**src/pbt_pkg.sv**
```systemverilog
/*
  Constants, opcodes, register indices and states of the port I/O and
  block-transfer execution unit.
  Assumes one clock cycle per processor T-state.
*/
`default_nettype none
package pbt_pkg;
  // Opcodes: block group matches (op & BLK_MASK) == BLK_BASE
  localparam logic [7:0] PFX_ED     = 8'hED;
  localparam logic [7:0] OP_OUT_IMM = 8'hD3;
  localparam logic [7:0] BLK_MASK   = 8'hE6;
  localparam logic [7:0] BLK_BASE   = 8'hA2;
  localparam logic [7:0] REG_MASK   = 8'hC7;
  localparam logic [7:0] REG_BASE   = 8'h41;
  localparam int         BIT_OUT    = 0;
  localparam int         BIT_DOWN   = 3;
  localparam int         BIT_RPT    = 4;
  localparam int         RSEL_LSB   = 3;
  // Register file indices, 6 is the undefined slot and reads zero
  localparam logic [2:0] R_CNT  = 3'h0;
  localparam logic [2:0] R_PORT = 3'h1;
  localparam logic [2:0] R_PTRH = 3'h4;
  localparam logic [2:0] R_PTRL = 3'h5;
  localparam logic [2:0] R_NONE = 3'h6;
  localparam logic [2:0] R_ACC  = 3'h7;
  // T-state lengths, one cycle each
  localparam logic [4:0] T_OUT_IMM = 5'h0B;
  localparam logic [4:0] T_OUT_REG = 5'h0C;
  localparam logic [4:0] T_BLK     = 5'h10;
  localparam logic [4:0] T_BLK_RPT = 5'h15;
  localparam logic [4:0] T_RFSH    = 5'h02;
  localparam logic [15:0] PC_STEP  = 16'h0002;
  typedef enum logic [4:0] {
    S_IDLE = 5'b0_0001,
    S_ISS  = 5'b0_0010,
    S_SRC  = 5'b0_0100,
    S_SNK  = 5'b0_1000,
    S_PAD  = 5'b1_0000
  } pbt_state_t;
  localparam pbt_state_t S_RFSH_UNUSED = S_IDLE;
endpackage
`default_nettype wire

```
**src/pbt_exec.sv**
```systemverilog
/*
  Port output and block transfer execution unit with its data FIFO.
  Assumes the decoder presents one instruction with start_in while idle,
  and that peripherals and memory hold read data while ready is high.
*/
`timescale 1ns/10ps
`default_nettype none

////////////////////////////////////////////////////////////////////////
// Data FIFO, depth must be a power of two
module pbt_fifo #(
  parameter int W = 8,
  parameter int D = 32
) (
  input  wire logic         clk_in,
  input  wire logic         resetn_in,
  input  wire logic         in_valid_in,
  output logic              in_ready_out,
  input  wire logic [W-1:0] in_data_in,
  output logic              out_valid_out,
  input  wire logic         out_ready_in,
  output logic      [W-1:0] out_data_out
);
  localparam int AW = $clog2(D);
  logic [W-1:0] mem_q [D];
  logic [AW:0]  wp_q;
  logic [AW:0]  rp_q;
  // Extra pointer bit tells full from empty
  assign in_ready_out  = !((wp_q[AW] != rp_q[AW]) && (wp_q[AW-1:0] == rp_q[AW-1:0]));
  assign out_valid_out = (wp_q != rp_q);
  assign out_data_out  = mem_q[rp_q[AW-1:0]];
  // Storage has no reset, only pointers do
  always_ff @(posedge clk_in) begin
    if (in_valid_in && in_ready_out) begin
      mem_q[wp_q[AW-1:0]] <= in_data_in;
    end
  end
  always_ff @(posedge clk_in) begin
    if (!resetn_in) begin
      wp_q <= '0;
      rp_q <= '0;
    end else begin
      if (in_valid_in && in_ready_out) wp_q <= wp_q + 1'b1;
      if (out_valid_out && out_ready_in) rp_q <= rp_q + 1'b1;
    end
  end
endmodule

////////////////////////////////////////////////////////////////////////
module pbt_exec #(
  parameter int DEPTH = 32
) (
  input  wire logic        clk_in,
  input  wire logic        resetn_in,
  input  wire logic        start_in,
  input  wire logic        prefix_in,
  input  wire logic [7:0]  opcode_in,
  input  wire logic [7:0]  imm_in,
  input  wire logic [15:0] pc_in,
  input  wire logic        reg_wr_in,
  input  wire logic [2:0]  reg_sel_in,
  input  wire logic [7:0]  reg_data_in,
  input  wire logic        int_pend_in,
  input  wire logic [7:0]  io_rdata_in,
  input  wire logic        io_ready_in,
  input  wire logic [7:0]  mem_rdata_in,
  input  wire logic        mem_ready_in,
  output logic             busy_out,
  output logic             done_out,
  output logic             illegal_out,
  output logic [15:0]      addr_out,
  output logic [7:0]       data_out,
  output logic             io_rd_out,
  output logic             io_wr_out,
  output logic             mem_rd_out,
  output logic             mem_wr_out,
  output logic             rfsh_out,
  output logic             int_ack_out,
  output logic [15:0]      pc_out,
  output logic [7:0]       count_out,
  output logic [7:0]       port_index_out,
  output logic [15:0]      pointer_out,
  output logic             zero_flag_out,
  output logic             subtract_flag_out,
  output logic             flag_wr_out
);
  pbt_pkg::pbt_state_t state_q;
  logic        busy_q, done_q, ill_q, rfsh_q, rcnt_q, iack_q;
  logic        blk_q, out_q, down_q, rpt_q, imm_q;
  logic [2:0]  rsel_q;
  logic [7:0]  imm_port_q, data_q;
  logic [15:0] instr_pc_q, pc_q, addr_q;
  logic        io_rd_q, io_wr_q, mem_rd_q, mem_wr_q;
  logic [4:0]  tcnt_q;
  logic [7:0]  rf_q [8];
  logic        z_q, n_q, fw_q;

  // Decode of the offered instruction
  logic dec_blk, dec_reg, dec_imm, legal;
  assign dec_blk = prefix_in && ((opcode_in & pbt_pkg::BLK_MASK) == pbt_pkg::BLK_BASE);
  assign dec_reg = prefix_in && ((opcode_in & pbt_pkg::REG_MASK) == pbt_pkg::REG_BASE);
  assign dec_imm = !prefix_in && (opcode_in == pbt_pkg::OP_OUT_IMM);
  assign legal   = dec_blk || dec_reg || dec_imm;

  // Working values; 8-bit wrap makes a zero count run 256 times
  logic [7:0]  cnt, cnt_dec;
  logic [15:0] ptr, ptr_nx;
  assign cnt     = rf_q[pbt_pkg::R_CNT];
  assign cnt_dec = cnt - 8'h01;
  assign ptr     = {rf_q[pbt_pkg::R_PTRH], rf_q[pbt_pkg::R_PTRL]};
  assign ptr_nx  = down_q ? ptr - 16'h0001 : ptr + 16'h0001;

  // FIFO hookup: source pushes, sink launch pops
  logic fifo_ir, fifo_ov, src_ack, push, launch, snk_done;
  logic [7:0] push_data, fifo_data;
  assign src_ack   = !blk_q || (io_rd_q && io_ready_in) || (mem_rd_q && mem_ready_in);
  assign push      = (state_q == pbt_pkg::S_SRC) && src_ack && fifo_ir;
  assign launch    = (state_q == pbt_pkg::S_SNK) && !io_wr_q && !mem_wr_q && fifo_ov;
  assign snk_done  = (io_wr_q && io_ready_in) || (mem_wr_q && mem_ready_in);
  assign push_data = !blk_q ? (imm_q ? rf_q[pbt_pkg::R_ACC] : rf_q[rsel_q])
                   : (out_q ? mem_rdata_in : io_rdata_in);

  pbt_fifo #(.W(8), .D(DEPTH)) u_fifo (
    .clk_in        (clk_in),
    .resetn_in     (resetn_in),
    .in_valid_in   (push),
    .in_ready_out  (fifo_ir),
    .in_data_in    (push_data),
    .out_valid_out (fifo_ov),
    .out_ready_in  (launch),
    .out_data_out  (fifo_data)
  );

  // Instruction length and end of transfer
  logic [4:0] tlen;
  logic       fin, again;
  assign again = blk_q && rpt_q && (cnt_dec != 8'h00);
  assign tlen  = blk_q ? (again ? pbt_pkg::T_BLK_RPT - pbt_pkg::T_RFSH : pbt_pkg::T_BLK)
               : (imm_q ? pbt_pkg::T_OUT_IMM : pbt_pkg::T_OUT_REG);
  assign fin   = (state_q == pbt_pkg::S_PAD) && (tcnt_q >= tlen - 5'h01);

  ////////////////////////////////////////////////////////////////////
  // Sequencer; refresh reuses the ISS/IDLE exit via rfsh_q
  always_ff @(posedge clk_in) begin
    if (!resetn_in) begin
      state_q <= pbt_pkg::S_IDLE;
      busy_q  <= 1'b0;
    end else begin
      unique case (state_q)
        pbt_pkg::S_IDLE: begin
          if (start_in && legal && !rfsh_q) begin
            state_q <= pbt_pkg::S_ISS;
            busy_q  <= 1'b1;
          end else if (rfsh_q && rcnt_q) begin
            if (int_pend_in) begin
              busy_q <= 1'b0;
            end else begin
              state_q <= pbt_pkg::S_ISS;
            end
          end
        end
        pbt_pkg::S_ISS: state_q <= pbt_pkg::S_SRC;
        pbt_pkg::S_SRC: if (push) state_q <= pbt_pkg::S_SNK;
        pbt_pkg::S_SNK: if (snk_done) state_q <= pbt_pkg::S_PAD;
        pbt_pkg::S_PAD: begin
          if (fin) begin
            state_q <= pbt_pkg::S_IDLE;
            busy_q  <= again;
          end
        end
        default: state_q <= pbt_pkg::S_IDLE;
      endcase
    end
  end

  // Latch of the accepted instruction
  always_ff @(posedge clk_in) begin
    if (!resetn_in) begin
      {blk_q, out_q, down_q, rpt_q, imm_q} <= '0;
      rsel_q     <= 3'h0;
      imm_port_q <= 8'h00;
      instr_pc_q <= 16'h0000;
    end else if (state_q == pbt_pkg::S_IDLE && start_in && legal && !busy_q) begin
      blk_q      <= dec_blk;
      out_q      <= dec_blk && opcode_in[pbt_pkg::BIT_OUT];
      down_q     <= opcode_in[pbt_pkg::BIT_DOWN];
      rpt_q      <= dec_blk && opcode_in[pbt_pkg::BIT_RPT];
      imm_q      <= dec_imm;
      rsel_q     <= opcode_in[pbt_pkg::RSEL_LSB +: 3];
      imm_port_q <= imm_in;
      instr_pc_q <= pc_in;
    end
  end

  // Refresh pair after each byte of a repeat but the last; interrupt window follows
  always_ff @(posedge clk_in) begin
    if (!resetn_in) begin
      rfsh_q <= 1'b0;
      rcnt_q <= 1'b0;
      iack_q <= 1'b0;
    end else begin
      iack_q <= rfsh_q && rcnt_q && int_pend_in;
      if (fin && again) begin
        rfsh_q <= 1'b1;
        rcnt_q <= 1'b0;
      end else if (rfsh_q) begin
        rfsh_q <= !rcnt_q;
        rcnt_q <= 1'b1;
      end
    end
  end

  // T-state counter, restarted at each issue, saturates on long stalls
  always_ff @(posedge clk_in) begin
    if (!resetn_in || state_q == pbt_pkg::S_ISS) begin
      tcnt_q <= 5'h00;
    end else if (tcnt_q != 5'h1F) begin
      tcnt_q <= tcnt_q + 5'h01;
    end
  end

  ////////////////////////////////////////////////////////////////////
  // Address, strobes and data; one shared address bus
  always_ff @(posedge clk_in) begin
    if (!resetn_in) begin
      addr_q <= 16'h0000;
      data_q <= 8'h00;
      {io_rd_q, io_wr_q, mem_rd_q, mem_wr_q} <= '0;
    end else begin
      if (state_q == pbt_pkg::S_ISS && blk_q) begin
        if (out_q) begin
          mem_rd_q <= 1'b1;
          addr_q   <= ptr;
        end else begin
          io_rd_q <= 1'b1;
          addr_q  <= {cnt, rf_q[pbt_pkg::R_PORT]};
        end
      end
      if (push) begin
        io_rd_q  <= 1'b0;
        mem_rd_q <= 1'b0;
      end
      if (launch) begin
        data_q <= fifo_data;
        if (blk_q && !out_q) begin
          mem_wr_q <= 1'b1;
          addr_q   <= ptr;
        end else begin
          io_wr_q <= 1'b1;
          if (blk_q) addr_q <= {cnt_dec, rf_q[pbt_pkg::R_PORT]};
          else if (imm_q) addr_q <= {rf_q[pbt_pkg::R_ACC], imm_port_q};
          else addr_q <= {cnt, rf_q[pbt_pkg::R_PORT]};
        end
      end
      if (snk_done) begin
        io_wr_q  <= 1'b0;
        mem_wr_q <= 1'b0;
      end
    end
  end

  // Register file: software writes while idle, block ends update it
  always_ff @(posedge clk_in) begin
    if (!resetn_in) begin
      for (int i = 0; i < 8; i++) rf_q[i] <= 8'h00;
    end else if (fin && blk_q) begin
      rf_q[pbt_pkg::R_CNT]  <= cnt_dec;
      rf_q[pbt_pkg::R_PTRH] <= ptr_nx[15:8];
      rf_q[pbt_pkg::R_PTRL] <= ptr_nx[7:0];
    end else if (reg_wr_in && !busy_q && reg_sel_in != pbt_pkg::R_NONE) begin
      rf_q[reg_sel_in] <= reg_data_in;
    end
  end

  // Flags, program counter and completion; carry is never touched here
  always_ff @(posedge clk_in) begin
    if (!resetn_in) begin
      {z_q, n_q, fw_q, done_q, ill_q} <= '0;
      pc_q <= 16'h0000;
    end else begin
      fw_q   <= fin && blk_q;
      done_q <= fin && !again;
      ill_q  <= state_q == pbt_pkg::S_IDLE && start_in && !legal && !busy_q;
      if (fin && blk_q) begin
        z_q <= (cnt_dec == 8'h00);
        n_q <= 1'b1;
      end
      if (state_q == pbt_pkg::S_IDLE && start_in && legal && !busy_q) begin
        pc_q <= pc_in + pbt_pkg::PC_STEP;
      end else if (fin) begin
        pc_q <= again ? pc_q - pbt_pkg::PC_STEP : instr_pc_q + pbt_pkg::PC_STEP;
      end else if (rfsh_q && rcnt_q && !int_pend_in) begin
        pc_q <= instr_pc_q + pbt_pkg::PC_STEP;
      end
    end
  end

  // Outputs straight from flops
  assign busy_out          = busy_q;
  assign done_out          = done_q;
  assign illegal_out       = ill_q;
  assign addr_out          = addr_q;
  assign data_out          = data_q;
  assign io_rd_out         = io_rd_q;
  assign io_wr_out         = io_wr_q;
  assign mem_rd_out        = mem_rd_q;
  assign mem_wr_out        = mem_wr_q;
  assign rfsh_out          = rfsh_q;
  assign int_ack_out       = iack_q;
  assign pc_out            = pc_q;
  assign count_out         = rf_q[pbt_pkg::R_CNT];
  assign port_index_out    = rf_q[pbt_pkg::R_PORT];
  assign pointer_out       = ptr;
  assign zero_flag_out     = z_q;
  assign subtract_flag_out = n_q;
  assign flag_wr_out       = fw_q;
endmodule
`default_nettype wire

```
**config.mk**
```make
export PLATFORM = sky130hd
export DESIGN_NAME = pbt_exec
export DESIGN_NICKNAME = d
export VERILOG_FILES = /design/src/pbt_pkg.sv /design/src/pbt_exec.sv
export SDC_FILE = /design/constraint.sdc
export NUM_CORES = 1
export LEC_CHECK = 0
export ABC_AREA = 0
export BUFFER_PORTS_ARGS = -buffer_cell sky130_fd_sc_hd__buf_2
export CAP_MARGIN = 20
export CORE_MARGIN = 2
export CORE_UTILIZATION = 30
export DETAILED_ROUTE_END_ITERATION = 10
export PLACE_DENSITY = 0.48
export RECOVER_POWER = 100
export SETUP_SLACK_MARGIN = 0.3
export SLEW_MARGIN = 30
export SYNTH_ARGS = -nofsm -noshare
export SYNTH_HDL_FRONTEND = slang
export SYNTH_SLANG_ARGS = --single-unit
```
**constraint.sdc**
```tcl
create_clock -name clk_in -period 10.7 [get_ports clk_in]
set_input_delay 2.14 -clock clk_in [delete_from_list [all_inputs] [get_ports clk_in]]
set_output_delay 2.14 -clock clk_in [all_outputs]
set_load 0.005 [all_outputs]
```
Word level (Yosys, flattened, before mapping)
Memory sizes are Yosys's and may differ from the RTL's. A register that Yosys moved wholly into a read port is not among the register bits.
Cells that the tools add are included.
Word-level totals
  bits in registers: 99
  bits in latches: 0
  memory bits (writable): 320
  ROM bits: 0
  bits of input ports: 67
  output and inout port bits: 84
  logic and storage cells: 186
  memories kept: 2
Operators by class
  add/sub/neg operators: 10
  multiply operators: 0
  div/mod/pow operators: 0
  $lt $le $gt $ge: 1
  eq/ne operators: 19
  shift-type cells: 0
  multiplexer cells: 49
  bitwise gates (word level): 6
  reductions and logical operators: 72
Memories
  u_fifo.mem_q: words 32, bits a word 8, read ports 1, clocked after Yosys merged registers in 1, write ports 1, line pbt_exec.sv:25  | logic [W-1:0] mem_q [D];
  rf_q: words 8, bits a word 8, read ports 6, clocked after Yosys merged registers in 1, write ports 8, line pbt_exec.sv:95  | logic [7:0] rf_q [8];
Operators with widths (number)
  $mux 16: 11
  $mux 8: 7
  $logic_and 1x1->1: 37
  $mux 5: 7
  $add 16x2->16 const B: 2
  $pmux 5 s5: 1
  $mux 1: 17
  $add 16x1->16 const B: 1
  $sub 16x1->16 const B: 1
  $sub 16x2->16 const B: 1
  $logic_not 1->1: 14
  $add 6x1->6 const B: 2
  $mux 3: 4
  $ne 3x3->1 const B: 4
  $eq 5x4->1 const B: 2
  $eq 5x5->1 const B: 2
  $eq 8x8->1 const B: 1
  $logic_not 8->1: 1
  $reduce_and 2->1: 4
  $reduce_bool 8->1: 1
  $reduce_or 8->1: 1
  $sub 8x1->8 const B: 1
  $logic_or 1x1->1: 6
  $ne 6x6->1: 1
  20 further kinds: 28

Longest topological paths before layout
  depth after elaboration: 14
  gate-level depth with buffers: 18
  gate-level depth less buffers: 16

Cells and area by module
From an unflattened synthesis, not the netlist that was laid out.
Second synthesis, totals
  cell total of the unflattened synthesis: 1472
  area, all modules: 19693.9 um2
By module, submodules not included
  pbt_fifo: times used 1, cells each 495, area an instance 10700.3 um2, sequential area each 8027.7 um2
  pbt_exec: times used 1, cells each 977, area an instance 8993.6 um2, sequential area each 3863.7 um2

Least setup slack after synthesis
Ideal clock, no wire load.
  path kind: register -> register
  start point: mem rf_q[0][0]
  end point: mem rf_q[0][0], enable pin
  setup time: 0.328 ns
  arrival time: 4.726 ns
  data required time: 10.372 ns
  setup slack: 5.645 ns
  stages on the path, launching flop included: 15
  path buffers: 0
  clock period less this slack: 5.055 ns
  cell sequence: edfxtp_1 -> or4_1 -> or4_4 -> xnor2_4 -> o311ai_0 -> a21boi_0 -> ha_1 -> xor2_1 -> ha_1 -> or3_1 -> a31oi_1 -> or4_1 -> nand4b_1 -> nor3_1 -> or3_1
RTL lines (line)
  from (decl): pbt_exec.sv:95

==> results.json <==
{
  "status": "finished, violations left",
  "violations": "capacitance limit, slew limit",
  "yosys-top-cells-area": "edfxtp_1, dfxtp_1, mux4_2",
  "hold_class": "reg2reg",
  "synth.ff_latch_count": 429,
  "die_h_microns": 260.7,
  "setup_viol": 0,
  "yosysTopAreaCell": "edfxtp_1",
  "nets": 1742,
  "postRouteAntennaNets": 0,
  "clock_tree.root_cell": "clkbuf_16",
  "synth_seq_area_share_pct": 59.65,
  "powerDensity_mw_per_mm2": 156.1,
  "period_share_pct": 71.93,
  "cp.required_ns": 10.94,
  "drv_slew": 240,
  "synth_compound_area_share_pct": 8.374,
  "final_layout_size_suffix_gt1_share_pct": 16.65,
  "avgSynthCellArea_sq_um": 13.27,
  "max-clock-path-buffers": 3,
  "firstDrtPassIters": 5,
  "fin_area_sq_mm": 0.02289,
  "crit_end": "rf_q[3][5]",
  "critPathMaxFanout": 33,
  "grt_max_degree": 68,
  "synthFlopType": "edfxtp_1",
  "p_leak_nw": 7.327,
  "start_kind": "input pin",
  "syn_area_sq_mm": 0.01977,
  "wl_microns": 57470,
  "synth-edff-count": 320,
  "setup_tns_ns": 0,
  "detail_route.wl_per_cell_microns": 22.62,
  "fin_crit_ns": 7.696,
  "htree_levels": 2,
  "ir_drop_uv": 114.3,
  "rsz0062_at_grt": "no",
  "synthArstFlopShare_pct": 0,
  "grt_overflow": 0,
  "tritoncts": "done",
  "endpoint_kind": "flop",
  "drc_errors": 0,
  "crit_arrival_ns": 7.93,
  "synth-simple-area-share_pct": 10.45,
  "grt_pass1_vias": 12800,
  "finalHoldViolations": 0,
  "dieWidth_microns": 260.7,
  "ios": 151,
  "postCtsSetupBuffers": 0,
  "die_area_sq_mm": 0.06796,
  "maxCapViolCount": 8,
  "syn-instance-count": 1490,
  "whs_path_depth": 2,
  "r2r_cells": 17,
  "fmax_ghz": 0.1299,
  "n_fill_cell": 6481,
  "synth_top_cell_area_share_pct": 48.61,
  "place_congestion": 0.8589,
  "p_total_mw": 3.574,
  "insertion_delay_ns": 0.62,
  "antenna_found_initial": 3,
  "yosys.cell_count.top_type": "edfxtp_1",
  "start_util_pct": 30.17,
  "r2r-start": "rf_q[0][0]",
  "worstSetupPathType": "in2reg",
  "slew_headroom_pct": -96.83,
  "io_buffers": 150,
  "hpwl_microns": 39260,
  "worst_pin_slew_ns": 2.952,
  "vias_per_cell": 5.136,
  "grt_use_total_pct": 16.69,
  "synth-adder-area-share_pct": 2.064,
  "skew_ns": 0.04769,
  "postPlaceCellArea_sq_mm": 0.02157,
  "synthMuxAreaShare_pct": 14.08,
  "yosys.cell_types.count": 70,
  "cts.sinks": 429,
  "path_clk_slew_ns": 0.06,
  "cts_hold_buf": 0,
  "cts-resized-gates": 0,
  "reg2reg_slack_ns": 3.99,
  "grt_pass1_wl_microns": 84330,
  "synth_top_family_by_area": "multiplexers",
  "area_growth_pct": 15.81,
  "drt-initial-drc-count": 1143,
  "rr_endpoint": "pc_out[7]",
  "vias": 13050,
  "synth_warnings": 0,
  "startpoint": "resetn_in",
  "ys_top_cells_by_count": "edfxtp_1, nand2_1, nor2_1",
  "core_sq_mm": 0.06551,
  "synth_xor_area_share_pct": 3.374,
  "cts_buffers": 47,
  "num_rows": 94
}
power breakdown:
group | internal (mW) | switching [mW]
sequential | 1.81 | 0.0273
combinational | 0.0528 | 0.104
clock | 0.889 | 0.692
total | 2.75 | 0.823
cell usage in the layout, fill, tap and decap left out, drive strengths merged, types with 7 or more instances in the layout:
master | netlist | layout
a211oi | 22 | 22
buf | 19 | 96
nand4 | 12 | 12
or3 | 9 | 9
clkinv | 0 | 19
a21oi | 88 | 88
nand2 | 147 | 147
nor2 | 134 | 134
ha | 31 | 31
xnor2 | 45 | 45
a31oi | 11 | 11
a211o | 7 | 7
nand3 | 23 | 23
o21ai | 54 | 54
conb | 1 | 8
xor2 | 29 | 29
mux2i | 61 | 61
and2 | 33 | 33
nor3 | 18 | 18
inv | 21 | 21
mux4 | 96 | 96
and3 | 8 | 8
nand2b | 10 | 10
clkbuf | 60 | 139
nor2b | 8 | 8
o211ai | 14 | 14
edfxtp | 320 | 320
dfxtp | 109 | 109
worst max-delay path, cell delays in order:
cell        delay (ns)
buf_2             0.07
clkbuf_1          1.42
clkinvlp_2        1.96
nor2_1            0.66
nand4_1           0.46
nor3b_1           0.74
nand2b_1          0.42
through the flow:
| stage | utilization (%) | setup WS (ns) | hold WS, ns | instances |
|---|---|---|---|---|
| 2_1_floorplan | - | 5.645 | 0.4359 | 1497 |
| 3_3_place_gp | 32.93 | 4.749 | 0.4495 | 2458 |
| 3_5_place_dp | 32.93 | 4.523 | 0.4636 | 2458 |
| 4_1_cts | 35.22 | 4.497 | 0.4711 | 2540 |
| 5_1_grt | 34.94 | 2.615 | 0.4885 | 2540 |
| 6_report | 34.94 | 3.004 | 0.4636 | 2541 |
area by class of cell:
class	count	area (sq um)	area share (%)
multi-input combinational	968	7611	33.25
sequential	429	11800	51.54
clock buffer	59	1261	5.509
timing repair buffer	176	819.5	3.580
inverter	21	80.08	0.3498
antenna	1	2.502	0.01093
clock inverter	23	237.7	1.038
tap	864	1081	4.722
layer usage:
layer | global-route usage [%] | routed length (microns)
met1 | 24.53 | 27000
met2 | 25.12 | 25360
met3 | 3.089 | 3702
met4 | 4.571 | 1375
met5 | 0 | 32
worst min path at each step:
| stage | slack (ns) | startpoint | endpoint |
|---|---|---|---|
| after global routing | 0.49 | imm_port_q[5] | imm_port_q[5] |
| after detailed placement | 0.46 | subtract_flag_out | subtract_flag_out |
| after CTS | 0.47 | rsel_q[1] | rsel_q[1] |
| after global placement | 0.45 | rsel_q[2] | rsel_q[2] |
| after floorplan | 0.44 | rsel_q[1] | flop |
| final | 0.46 | rsel_q[1] | flop |
cell families (layout without fill, tap and decap cells):
logic type	after synthesis	after routing
compound gates	256	256
xor+xnor	74	74
fa+ha+maj	32	32
buf+inv	100	279
flops	429	429
mux	158	158
other cells	1	9
simple gates	440	440
flip-flops by register name, summed over array words and instances (netlist names), 6 cells and up, named ones only:
name,cells
u_fifo.mem_q,256
rf_q,64
addr_out,16
instr_pc_q,16
pc_out,16
data_out,8
imm_port_q,8
u_fifo.rp_q,6
u_fifo.wp_q,6
(Power assumes the default switching activity.)
